$ cat src/hdl/pao_defs.svh
// register indices, field positions and constants of the phase accumulator oscillator
`ifndef PAO_DEFS_SVH
`define PAO_DEFS_SVH
// ****************************************
// register indices (byte address = 4 * index)
// ****************************************
`define PAO_IDX_ACCL      11'h58C
`define PAO_IDX_ACCH      11'h58D
`define PAO_IDX_ACCU      11'h58E
`define PAO_IDX_INCL      11'h58F
`define PAO_IDX_INCH      11'h590
`define PAO_IDX_INCU      11'h591
`define PAO_IDX_CON       11'h592
`define PAO_IDX_CLK       11'h593
`define PAO_IDX_IRQ       11'h594
`define PAO_ADDR_HI       12
`define PAO_ADDR_LO       2
// ****************************************
// field positions
// ****************************************
`define PAO_CON_EN        7
`define PAO_CON_OUT       5
`define PAO_CON_POL       4
`define PAO_CON_PFM       0
`define PAO_CLK_PWS       7:5
`define PAO_CLK_CKS       3:0
`define PAO_IRQ_FLAG      0
`define PAO_IRQ_ENA       1
`define PAO_BYTE          7:0
`define PAO_NIB           3:0
`define PAO_ACC_LO        7:0
`define PAO_ACC_MID       15:8
`define PAO_ACC_UP        19:16
// ****************************************
// codes and counts
// ****************************************
`define PAO_CKS_SYS       4'h0
`define PAO_CKS_FAST      4'h1
`define PAO_CKS_RSV_A     4'hA
`define PAO_CKS_RSV_B     4'hF
`define PAO_ARM_WRITE     2'h2
`define PAO_ARM_LAST      2'h1
`define PAO_ARM_IDLE      2'h0
`define PAO_CNT_ONE       8'h01
`define PAO_RDATA_ZERO    32'h0000_0000
`endif

$ cat src/hdl/pao_pkg.sv
// state types of the phase accumulator oscillator
package pao_pkg;
  typedef struct packed {
    logic [19:0] acc;
    logic [19:0] inc;
    logic [19:0] buf_inc;
    logic        en;
    logic        output_invert;
    logic        pulse_mode_sel;
    logic [2:0]  pulse_width_sel;
    logic [3:0]  clock_source_sel;
    logic        flag;
    logic        irq_en;
    logic [1:0]  arm;
    logic        pend;
    logic        pend_wr;
    logic [10:0] pidx;
    logic        ready;
    logic [31:0] rdata;
    logic        irq;
    logic        keep_osc;
  } pao_hub_t;
  typedef struct packed {
    logic [15:0] s1;
    logic [15:0] s2;
    logic        prev;
    logic        tick;
  } pao_edge_t;
  typedef struct packed {
    logic       lvl;
    logic [7:0] cnt;
    logic       out;
  } pao_shape_t;
endpackage : pao_pkg

$ cat src/hdl/pao_core_if.sv
// signals shared between the accumulator hub, clock edge picker and output shaper
`timescale 1ns/1ps
interface pao_core_if;
  logic       tick;
  logic       carry;
  logic       en;
  logic       pulse_mode;
  logic       output_invert;
  logic [2:0] pulse_width_sel;
  logic [3:0] clock_source_sel;
  logic       out_lvl;
  modport hub    (output carry, en, pulse_mode, output_invert, pulse_width_sel, clock_source_sel, input tick, out_lvl);
  modport edger  (input clock_source_sel, output tick);
  modport shaper (input tick, carry, en, pulse_mode, output_invert, pulse_width_sel, output out_lvl);
endinterface : pao_core_if

$ cat src/hdl/pao_edge_pick.sv
// clock source synchroniser and selected-edge tick generator
`timescale 1ns/1ps
`include "pao_defs.svh"
module pao_edge_pick (
  input  wire logic        sys_clk_i,
  input  wire logic        rstn_i,
  input  wire logic [15:0] src_clk_i,
  pao_core_if.edger        cif
);
  pao_pkg::pao_edge_t r;
  pao_pkg::pao_edge_t n;
  // ****************************************
  // sync, select, rising edge
  // ****************************************
  always_comb begin
    n      = r;
    n.s1   = src_clk_i;
    n.s2   = r.s1;
    n.prev = r.s2[cif.clock_source_sel];
    if (cif.clock_source_sel == `PAO_CKS_SYS) begin
      n.tick = 1'b1;
    end else if (cif.clock_source_sel == `PAO_CKS_RSV_A || cif.clock_source_sel == `PAO_CKS_RSV_B) begin
      n.tick = 1'b0;
    end else begin
      n.tick = r.s2[cif.clock_source_sel] & ~r.prev;
    end
  end
  always_ff @(posedge sys_clk_i) begin
    if (!rstn_i) begin
      r <= '0;
    end else begin
      r <= n;
    end
  end
  assign cif.tick = r.tick;
endmodule : pao_edge_pick

$ cat src/hdl/pao_shaper.sv
// output stage: fixed-duty toggle or timed pulse, then polarity
`timescale 1ns/1ps
`include "pao_defs.svh"
module pao_shaper (
  input  wire logic sys_clk_i,
  input  wire logic rstn_i,
  pao_core_if.shaper cif
);
  pao_pkg::pao_shape_t r;
  pao_pkg::pao_shape_t n;
  // ****************************************
  // output level and width counter
  // ****************************************
  always_comb begin
    n = r;
    if (!cif.en) begin
      n.lvl = 1'b0;
      n.cnt = '0;
    end else if (cif.tick) begin
      if (cif.carry) begin
        if (cif.pulse_mode) begin
          n.lvl = 1'b1;
          n.cnt = `PAO_CNT_ONE << cif.pulse_width_sel;
        end else begin
          n.lvl = ~r.lvl;
        end
      end else if (cif.pulse_mode && r.lvl) begin
        if (r.cnt <= `PAO_CNT_ONE) begin
          n.lvl = 1'b0;
        end else begin
          n.cnt = r.cnt - `PAO_CNT_ONE;
        end
      end
    end
    n.out = n.lvl ^ cif.output_invert;
  end
  always_ff @(posedge sys_clk_i) begin
    if (!rstn_i) begin
      r <= '0;
    end else begin
      r <= n;
    end
  end
  assign cif.out_lvl = r.out;
endmodule : pao_shaper

$ cat src/hdl/pao_top.sv
// phase accumulator oscillator: registers, accumulator, increment buffer, flag
//
// Notes on behaviour
// - 20-bit accumulator readable and writable as low, high and upper bytes.
// - each selected-clock rising edge adds the buffered increment to the accumulator.
// - adder carry is the raw overflow event; rate is clock times step over 2^20.
// - 20-bit step held in low, high, upper byte registers, all read/write.
// - enabled: low step write loads whole buffer on second selected-clock edge.
// - disabled: buffer follows written step at once; buffer is not visible.
// - mode clear: output toggles on every overflow, 50% duty.
// - mode set: output goes active after overflow, inactive 1 to 128 periods later.
// - width field gives two to the field value periods, 1 up to 128.
// - width field matters only in pulse mode.
// - pulse longer than overflow interval leaves output steady active.
// - control bit 4 inverts the final output; clear means active high.
// - polarity change with the block and interrupts enabled raises the flag.
// - every overflow sets the flag; software clears it; service needs enables.
// - any reset clears every register to zero.
// - control bit 7 enables the block.
// - control bit 5 reads the present output level.
// - control bit 0 selects pulse mode, clear selects fixed duty.
// - 4-bit source field; 1111 and 1010 reserved, 0000 system clock.
// - keeps counting in sleep; fast oscillator held on while selected and enabled.
`timescale 1ns/1ps
`include "pao_defs.svh"
module pao_top (
  input  wire logic        sys_clk_i,
  input  wire logic        rstn_i,
  input  wire logic        hsel_i,
  input  wire logic [31:0] haddr_i,
  input  wire logic [1:0]  htrans_i,
  input  wire logic        hwrite_i,
  input  wire logic [2:0]  hsize_i,
  input  wire logic [31:0] hwdata_i,
  input  wire logic        hready_i,
  input  wire logic [15:0] src_clk_i,
  output logic      [31:0] hrdata_o,
  output logic             hreadyout_o,
  output logic             hresp_o,
  output logic             nco_out_o,
  output logic             irq_o,
  output logic             keep_fast_osc_o
);
  pao_pkg::pao_hub_t r;
  pao_pkg::pao_hub_t n;
  pao_core_if        cif ();
  logic [20:0]       sum_w;
  logic [19:0]       acc_sum;
  logic              carry_w;
  logic              wr_now;
  logic [7:0]        wbyte;
  logic              hsize_unused;

  // ****************************************
  // address decode helper
  // ****************************************
  function automatic logic pao_hit(input logic [10:0] a, input logic [10:0] idx);
    pao_hit = (a == idx);
  endfunction : pao_hit

  // ****************************************
  // sub blocks
  // ****************************************
  pao_edge_pick u_edge (
    .sys_clk_i (sys_clk_i),
    .rstn_i    (rstn_i),
    .src_clk_i (src_clk_i),
    .cif       (cif.edger)
  );
  pao_shaper u_shape (
    .sys_clk_i (sys_clk_i),
    .rstn_i    (rstn_i),
    .cif       (cif.shaper)
  );

  // ****************************************
  // adder and carry
  // ****************************************
  assign sum_w        = {1'b0, r.acc} + {1'b0, r.buf_inc};
  assign acc_sum      = sum_w[19:0];
  assign carry_w      = cif.tick & r.en & sum_w[20];
  assign wr_now       = r.pend & r.pend_wr;
  assign wbyte        = hwdata_i[`PAO_BYTE];
  assign hsize_unused = ^hsize_i;

  // ****************************************
  // next state
  // ****************************************
  always_comb begin
    n       = r;
    n.ready = 1'b1;
    // accumulate on each selected edge
    if (cif.tick && r.en) begin
      n.acc = acc_sum;
    end
    // double buffered step
    if (!r.en) begin
      n.buf_inc = r.inc;
      n.arm     = `PAO_ARM_IDLE;
    end else if (cif.tick && r.arm == `PAO_ARM_WRITE) begin
      n.arm = `PAO_ARM_LAST;
    end else if (cif.tick && r.arm == `PAO_ARM_LAST) begin
      n.buf_inc = r.inc;
      n.arm     = `PAO_ARM_IDLE;
    end
    // data phase: one wait state, then answer
    if (r.pend) begin
      n.pend  = 1'b0;
      n.rdata = `PAO_RDATA_ZERO;
      if (r.pend_wr) begin
        if (pao_hit(r.pidx, `PAO_IDX_ACCL)) begin
          n.acc[`PAO_ACC_LO] = wbyte;
        end else if (pao_hit(r.pidx, `PAO_IDX_ACCH)) begin
          n.acc[`PAO_ACC_MID] = wbyte;
        end else if (pao_hit(r.pidx, `PAO_IDX_ACCU)) begin
          n.acc[`PAO_ACC_UP] = hwdata_i[`PAO_NIB];
        end else if (pao_hit(r.pidx, `PAO_IDX_INCL)) begin
          n.inc[`PAO_ACC_LO] = wbyte;
          if (r.en) begin
            n.arm = `PAO_ARM_WRITE;
          end
        end else if (pao_hit(r.pidx, `PAO_IDX_INCH)) begin
          n.inc[`PAO_ACC_MID] = wbyte;
        end else if (pao_hit(r.pidx, `PAO_IDX_INCU)) begin
          n.inc[`PAO_ACC_UP] = hwdata_i[`PAO_NIB];
        end else if (pao_hit(r.pidx, `PAO_IDX_CON)) begin
          n.en  = hwdata_i[`PAO_CON_EN];
          n.output_invert = hwdata_i[`PAO_CON_POL];
          n.pulse_mode_sel = hwdata_i[`PAO_CON_PFM];
        end else if (pao_hit(r.pidx, `PAO_IDX_CLK)) begin
          n.pulse_width_sel = hwdata_i[`PAO_CLK_PWS];
          n.clock_source_sel = hwdata_i[`PAO_CLK_CKS];
        end else if (pao_hit(r.pidx, `PAO_IDX_IRQ)) begin
          n.irq_en = hwdata_i[`PAO_IRQ_ENA];
          if (!hwdata_i[`PAO_IRQ_FLAG]) begin
            n.flag = 1'b0;
          end
        end
      end else begin
        if (pao_hit(r.pidx, `PAO_IDX_ACCL)) begin
          n.rdata[`PAO_BYTE] = r.acc[`PAO_ACC_LO];
        end else if (pao_hit(r.pidx, `PAO_IDX_ACCH)) begin
          n.rdata[`PAO_BYTE] = r.acc[`PAO_ACC_MID];
        end else if (pao_hit(r.pidx, `PAO_IDX_ACCU)) begin
          n.rdata[`PAO_NIB] = r.acc[`PAO_ACC_UP];
        end else if (pao_hit(r.pidx, `PAO_IDX_INCL)) begin
          n.rdata[`PAO_BYTE] = r.inc[`PAO_ACC_LO];
        end else if (pao_hit(r.pidx, `PAO_IDX_INCH)) begin
          n.rdata[`PAO_BYTE] = r.inc[`PAO_ACC_MID];
        end else if (pao_hit(r.pidx, `PAO_IDX_INCU)) begin
          n.rdata[`PAO_NIB] = r.inc[`PAO_ACC_UP];
        end else if (pao_hit(r.pidx, `PAO_IDX_CON)) begin
          n.rdata[`PAO_CON_EN]  = r.en;
          n.rdata[`PAO_CON_OUT] = cif.out_lvl;
          n.rdata[`PAO_CON_POL] = r.output_invert;
          n.rdata[`PAO_CON_PFM] = r.pulse_mode_sel;
        end else if (pao_hit(r.pidx, `PAO_IDX_CLK)) begin
          n.rdata[`PAO_CLK_PWS] = r.pulse_width_sel;
          n.rdata[`PAO_CLK_CKS] = r.clock_source_sel;
        end else if (pao_hit(r.pidx, `PAO_IDX_IRQ)) begin
          n.rdata[`PAO_IRQ_FLAG] = r.flag;
          n.rdata[`PAO_IRQ_ENA]  = r.irq_en;
        end
      end
    end
    // address phase accepted
    if (hsel_i && htrans_i[1] && hready_i) begin
      n.pend    = 1'b1;
      n.pend_wr = hwrite_i;
      n.pidx    = haddr_i[`PAO_ADDR_HI:`PAO_ADDR_LO];
      n.ready   = 1'b0;
    end
    // flag: a set in the same cycle as a clear wins
    if (carry_w) begin
      n.flag = 1'b1;
    end
    if (wr_now && pao_hit(r.pidx, `PAO_IDX_CON) && r.en && r.irq_en
        && (hwdata_i[`PAO_CON_POL] != r.output_invert)) begin
      n.flag = 1'b1;
    end
    n.irq      = n.flag & n.irq_en & n.en;
    n.keep_osc = n.en & (n.clock_source_sel == `PAO_CKS_FAST);
  end

  // ****************************************
  // state register
  // ****************************************
  always_ff @(posedge sys_clk_i) begin
    if (!rstn_i) begin
      r <= '0;
    end else begin
      r <= n;
    end
  end

  // ****************************************
  // outputs
  // ****************************************
  assign cif.carry       = carry_w;
  assign cif.en          = r.en;
  assign cif.pulse_mode  = r.pulse_mode_sel;
  assign cif.output_invert         = r.output_invert;
  assign cif.pulse_width_sel         = r.pulse_width_sel;
  assign cif.clock_source_sel         = r.clock_source_sel;
  assign hrdata_o        = r.rdata;
  assign hreadyout_o     = r.ready;
  assign hresp_o         = r.rdata[0] & hsize_unused & 1'b0;
  assign nco_out_o       = cif.out_lvl;
  assign irq_o           = r.irq;
  assign keep_fast_osc_o = r.keep_osc;
endmodule : pao_top
$ cat config.mk
export PLATFORM = sky130hd
export DESIGN_NAME = pao_top
export DESIGN_NICKNAME = d
export VERILOG_FILES = /design/src/hdl/pao_pkg.sv /design/src/hdl/pao_core_if.sv /design/src/hdl/pao_edge_pick.sv /design/src/hdl/pao_shaper.sv /design/src/hdl/pao_top.sv
export VERILOG_INCLUDE_DIRS = /design/src /design/src/hdl
export SDC_FILE = /design/constraint.sdc
export NUM_CORES = 1
export LEC_CHECK = 0
export BUFFER_PORTS_ARGS = -buffer_cell sky130_fd_sc_hd__buf_4
export CORE_MARGIN = 2
export CORE_UTILIZATION = 26
export DETAILED_ROUTE_END_ITERATION = 10
export SLEW_MARGIN = 20
export SYNTH_ARGS = -nofsm -noshare
export SYNTH_HDL_FRONTEND = slang
export SYNTH_HIERARCHICAL = 1
export SYNTH_SLANG_ARGS = --single-unit
$ cat constraint.sdc
create_clock -name sys_clk_i -period 4.2 [get_ports sys_clk_i]
set_input_delay 0.84 -clock sys_clk_i [delete_from_list [all_inputs] [get_ports sys_clk_i]]
set_output_delay 0.84 -clock sys_clk_i [all_outputs]
set_load 0.02 [all_outputs]
# Word level (Yosys, flattened, before mapping)
# Cells that the tools add are included.
[totals]
in_bits = 90
register_bits = 142
elab_cells = 161
output_inout_bits = 37
[op_classes]
n_reduce_logical = 21
bitwise_logic = 17
n_mux = 72
order_cmp = 2
n_addsub = 2
eq_ne = 19
n_shift = 1
[ops]
columns = ["operator", "n"]
rows = [
  ["2-to-1 mux 20 bit", 7],
  ["equality test 11 bit (second input constant)", 9],
  ["2-to-1 mux 8 bit", 11],
  ["2-to-1 mux 40 bit", 2],
  ["2-to-1 mux 14 bit", 5],
  ["2-to-1 mux 12 bit", 5],
  ["2-to-1 mux 9 bit", 5],
  ["2-to-1 mux 4 bit", 8],
  ["adder 20 x 20 -> 21 bit", 1],
  ["2-to-1 mux 2 bit", 10],
  ["2-to-1 mux 15 bit", 1],
  ["2-to-1 mux 1 bit", 13],
  ["logical AND 1 bit", 10],
  ["AND reduction 10 bit", 1],
  ["2-to-1 mux 3 bit", 3],
  ["inverter 1 bit", 9],
  ["AND reduction 9 bit", 1],
  ["equality test 4 bit (second input constant)", 2],
  ["less-or-equal comparator 8 x 1 -> 1 bit (second input constant)", 1],
  ["AND reduction 8 bit", 1],
  ["left shift 1 x 3 -> 8 bit (first input constant)", 1],
  ["subtractor 8 x 1 -> 8 bit (second input constant)", 1],
  ["AND 1 bit", 7],
  ["2-to-1 mux 7 bit", 1],
  ["other kinds (16)", 19],
]

# Depth between registers and ports, before layout
[depth]
word_depth = 16
depth_mapped = 12
mapped_depth_nobuf = 12

# By module
# Netlist, hierarchy kept.
[modules_own_cells]
columns = ["module", "n_inst", "area_each_um2", "seq_area_each_um2", "cells_per_inst"]
rows = [
  ["pao_top", 1, 5442.7, 1961.9, 614],
  ["pao_edge_pick", 1, 1131.1, 680.7, 98],
  ["pao_shaper", 1, 678.2, 200.2, 84],
]

# Least setup slack after synthesis
# Ideal clock, no wire load.
[synth_path]
path_type = "register to register"
from = "register r[62] (netlist bit)"
to = "register u_shape/r[7] (netlist bit)"
required_ns = 4.125
slack_ns = 1.093
period_less_slack_ns = 3.107
arrival_ns = 3.032
path_stages_with_launch = 13
setup_ns = 0.075
n_path_buf = 0
cell_sequence = "dfxtp_1 > ha_1 > fa_1 > a21o_1 > a221oi_4 > nor3b_2 > o31a_1 > a31oi_4 > o22ai_1 > nand3b_1 > o32ai_1 > o21ai_1 > o22ai_1"
[synth_between]
elab_chain_len = 4
elab_cells_between_ends = 7
classes_between = "1 x add/sub; 2 x eq/ne; 1 x mux; 1 x bitwise; 2 x reduce/logical"
[synth_lines]
columns = ["element", "line", "text"]
rows = [
  ["start, declared", "pao_top.sv:44", "pao_pkg::pao_hub_t r;"],
  ["start signal, assigned", "pao_top.sv:192", "r <= n;"],
  ["adder 20 x 20 -> 21 bit (*)", "pao_top.sv:79", "assign sum_w = {1'b0, r.acc} + {1'b0, r.buf_inc};"],
  ["AND 1 bit (*)", "pao_top.sv:81", "assign carry_w = cif.tick & r.en & sum_w[20];"],
  ["via carry_w", "pao_top.sv:49", "logic carry_w;"],
  ["!= test 2 bit (no source line) / nonzero test 2 bit (equally long branches)", "-", ""],
  ["AND reduction 4 bit (no source line)", "-", ""],
  ["end signal, assigned", "pao_shaper.sv:41", "r <= n;"],
  ["end, declared", "pao_shaper.sv:9", "pao_pkg::pao_shape_t r;"],
]
# Mark *: on every way through the listed nets, which the timed path passes. The rest lies on a longest branch.
# A chain may end at the register's enable or synchronous reset.

# Final worst setup path
# Ends and elaborated chain as after synthesis.

==> results summary <==
The first-pass iteration count of the detailed router came out at 5. The number of top-level pins came out at between 100 and 150. The worst slew slack as a fraction of its limit is 46.5%.

The number of placed cells counting well taps came out at around 1200. In the routed design, unresolved DRC markers number 0. The yosys synthesis warning count came out at 6. The critical path is of the register to register type.

The clock drives 142 sinks. After detailed routing, the average wire length per cell comes to approximately 16 um. Summed over all nets, wire length on met3 after detailed routing comes to 1.11 mm.

The total CTS buffers is 17. The post-route netlist has 16.0% of its cells at a drive strength greater than 1. The worst-case setup slack after placement came out at between 0.5 and 0.6 ns. The overall via count from detail_route is a little under 6000. Setup violations remaining at the end of the flow were counted as 0. The worst setup path is captured at a register. The critical path goes through ha_1, fa_1, a21o_1, a221oi_4, nor3b_2, o31a_1, a31oi_4, o22ai_1, nand3b_1, o32ai_1, o21ai_1, o22ai_1. For this run, the slowest stage of the critical path takes about 0.46 ns.

The run finished with clean final reports. The number of antenna violations at the first check in global routing came out at 0. The cell sitting at the root of the clock tree is a sky130_fd_sc_hd__clkbuf_16. The floorplan step set the die width to approximately 170 um.

The combinational fraction of design power came out at under 10%. The first-pass GRT wire length is about 30 mm. The highest layer touched by signal routing is met4. Compared with the post-synthesis result, the final layout area differs by 15.9%. The routed length on met1 came out at 8.91 mm.

Static timing analysis puts the maximum clock frequency at between 200 and 300 MHz. The cell family contributing the most delay on the critical path is compound AO/OA/AOI/OAI gates. The area share of the largest cell type after synthesis came out at 39.2%. The actual slew at the worst max-slew pin is approximately 0.80 ns. The library cells used most frequently in the layout, excluding fill and tap cells, are 142 x sky130_fd_sc_hd__dfxtp_1, 88 x sky130_fd_sc_hd__nor2_1, 59 x sky130_fd_sc_hd__buf_4. The top cell type by total area after synthesis is sky130_fd_sc_hd__dfxtp_1.

The setup TNS after final layout came out at 0 ns. The post-cts repair resize count is 0. Summed over all layers, the global routing overflow is 0. Sequential cells were found to cover about two fifths of the synthesized design area.

In this run, flip-flops and latches consume between 40% and 50% of the power. The slowest stage of the critical path belongs to the cell sky130_fd_sc_hd__nand3b_1. With fillers left out, the area of the finished cells amounts to roughly 8400 um^2. The cell area reported after detailed placement came out at 7820 um^2. The maximum net fanout on the critical path came out at 10. In this run the standard cell core region covers about 28000 um^2. Leaving out fill and tap cells, the most frequent cell in the layout is sky130_fd_sc_hd__dfxtp_1. The clock share of power is 49.8%. The remaining antenna violation count came out at 0. Averaged over all synthesized cells, the footprint is around 9.1 um^2. The category of the worst setup path launch point is a register. The largest net degree at the start of global routing is between 50 and 60. The mean number of vias per cell is just under 5. The number of DRC violations after detailed-routing iteration 0 came out at 442. The class of the worst hold path is register to register. Data arrives at the worst endpoint at 4.04 ns. TritonCTS built the clock tree.

The area of the mapped netlist came out at between 7000 and 8000 um^2. The internal power contribution came out at 2260 uW. The final hold violation count came out at 0. The most used flip-flop cell after synthesis is sky130_fd_sc_hd__dfxtp_1. The post-CTS setup repair buffer count came out at 0. In this design, the critical path's most frequently occurring cell is sky130_fd_sc_hd__o22ai_1. The site row count is about 60.

The required time of the worst setup path came out at between 4 and 5 ns. The buffer and inverter count on the worst path came out at 0. By area the synthesized netlist is led by sky130_fd_sc_hd__dfxtp_1 39%, sky130_fd_sc_hd__mux2i_1 7.7%, sky130_fd_sc_hd__nor2_1 4.6%. The starting density of the core is 26.2%. The half-perimeter wire length of the detailed placement result is 13.3 mm. The netlist uses between 80 and 90 different library cells. The congestion estimate from routability-driven global placement came to about 0.9. The setup slack after layout is 0.507 ns. The number of instances in the synthesized netlist is approximately 800.

The power density relative to cell area came out at 356 nW/um^2. The count of antenna diodes in the layout came out at 0. Max-cap violations in this run came to 0. The net count of the finished layout is around 940. The largest clock skew in the final design came out at between 0.007 and 0.008 ns.

The detailed-route wire length came out at 19.0 mm. The share of total power consumed by net switching is roughly 24%. The number of H-tree levels came out at 4. The post-CTS clock slew at the launch and capture registers of the worst setup and hold paths is ~0.06 ns. The via count of the first global-routing pass was 5273. The final-report max-slew violation count is 0. Setup repair after global routing left no endpoint under its margin. The number of hold-repair buffers added at the cts stage came out at 0.

Counting flops with an async set or reset pin after synthesis yields a share of 0%. The height of the die came out at about 170 um. The leakage component of the power came out at about 0.0033 uW. The net switching power figure is ~730 uW. The time the final worst path needs with I/O delays and setup came out at about 3.7 ns. The clock reaches the later pin of the worst-skew pair after ~0.43 ns. The number of synthesized flops with an enable pin is 0. The worst supply voltage drop on vdd is around 0.27 mV. The number of input and output port buffers inserted came out at 52.

The die covers 29200 um^2. The number of standard cells in the final layout excluding fillers came out at ~1200. After detailed routing, the met2 layer carries roughly 8.5 mm of wire.

The number of synthesized register bits came out at around 140. The combined global-route utilization of all metal layers came out at around an eighth. The maximum root-to-sink buffer count came out at 2. The completed layout was analyzed and its total power is between 2000 and 3000 uW. The fraction of the cycle the final worst path needs is between 80 and 90%.
-- sequential cells by signal, indices dropped and copies added (netlist names) --
name                  flops
cif.clock_source_sel      4
cif.en                    1
cif.output_invert         1
cif.pulse_mode            1
cif.pulse_width_sel       3
hrdata_o                  8
hreadyout_o               1
irq_o                     1
keep_fast_osc_o           1
r                        77
u_edge/cif.tick           1
u_edge/n                 16
u_edge/r                 17
u_shape/cif.out_lvl       1
u_shape/r                 9
-- logic make-up after synthesis --
logic type	after synthesis	synth area share [%]
other	1	0.0517
AO/OA/AOI/OAI	188	17.9
XOR/XNOR	15	1.81
buffers and inverters	84	6.57
multiplexers	71	10.4
adder cells (fa/ha/maj)	23	4.07
AND/OR/NAND/NOR	272	20.0
flip-flops	142	39.2
-- per-stage QoR --
stage	hold WS (ns)	utilization (%)
6_report	0.432	30.4
5_1_grt	0.441	30.4
4_1_cts	0.431	30.4
3_5_place_dp	0.417	28.3
3_3_place_gp	0.417	28.3
2_1_floorplan	0.412	-
-- worst reg2reg max path, delay by kind of cell (launching register included) --
kind | cells | cell delay [ns]
DFF | 1 | 0.32
adders and majority gates | 2 | 0.68
AOI/OAI and AO/OA | 8 | 2.05
and+or+nand+nor | 2 | 0.57
-- per-layer routing --
layer	up-vias	global-route usage [%]
met5	-	0
met4	0	5.08
met3	36	2.98
met2	188	20.2
met1	2722	17.9
li1	2887	-
-- cell usage after synthesis, drive strengths merged, types with 7 or more instances --
cell type  number
o211ai          8
a21oi          46
a22oi           8
and2           36
inv             9
nand2          43
ha             22
clkbuf         25
dfxtp         142
nor3           17
buf            49
mux2           13
a211oi          7
nand2b         12
o21ai          40
mux2i          56
a31oi           9
xor2           11
nand3          18
o22ai          15
or3            11
a22o           12
nor2           92
and3            8
-- power by group through the flow --
| stage | logic, uW | clock network (uW) | registers (uW) |
|---|---|---|---|
| after floorplan | 90.9 | 0 | 1400 |
| after global placement | 123 | 0 | 1410 |
| after detailed placement | 123 | 0 | 1410 |
| after CTS | 123 | 1520 | 1380 |
| after global routing | 133 | 1580 | 1380 |
| final | 123 | 1490 | 1380 |
-- worst paths after layout --
| check | slack, ns | cells past startpoint | startpoint | to |
|---|---|---|---|---|
| setup reg to reg | 0.51 | 12 | r[62] | u_shape/r[7] |
| hold / removal | 0.43 | 1 | u_edge/n[11] | u_edge/r[11] |
| hold reg to reg | 0.43 | 1 | u_edge/n[11] | u_edge/r[11] |
| setup / recovery | 0.51 | 12 | r[62] | u_shape/r[7] |
-- final cells by class --
type | instances | area [um^2]
clock buffer | 18 | 439
timing repair buffer | 59 | 443
multi-input combinational | 594 | 4020
sequential | 142 | 2840
clock inverter | 14 | 146
inverter | 10 | 37.5
fill | 2934 | 19200
tap | 378 | 473
Note: power is estimated with default switching activity, not from simulation.
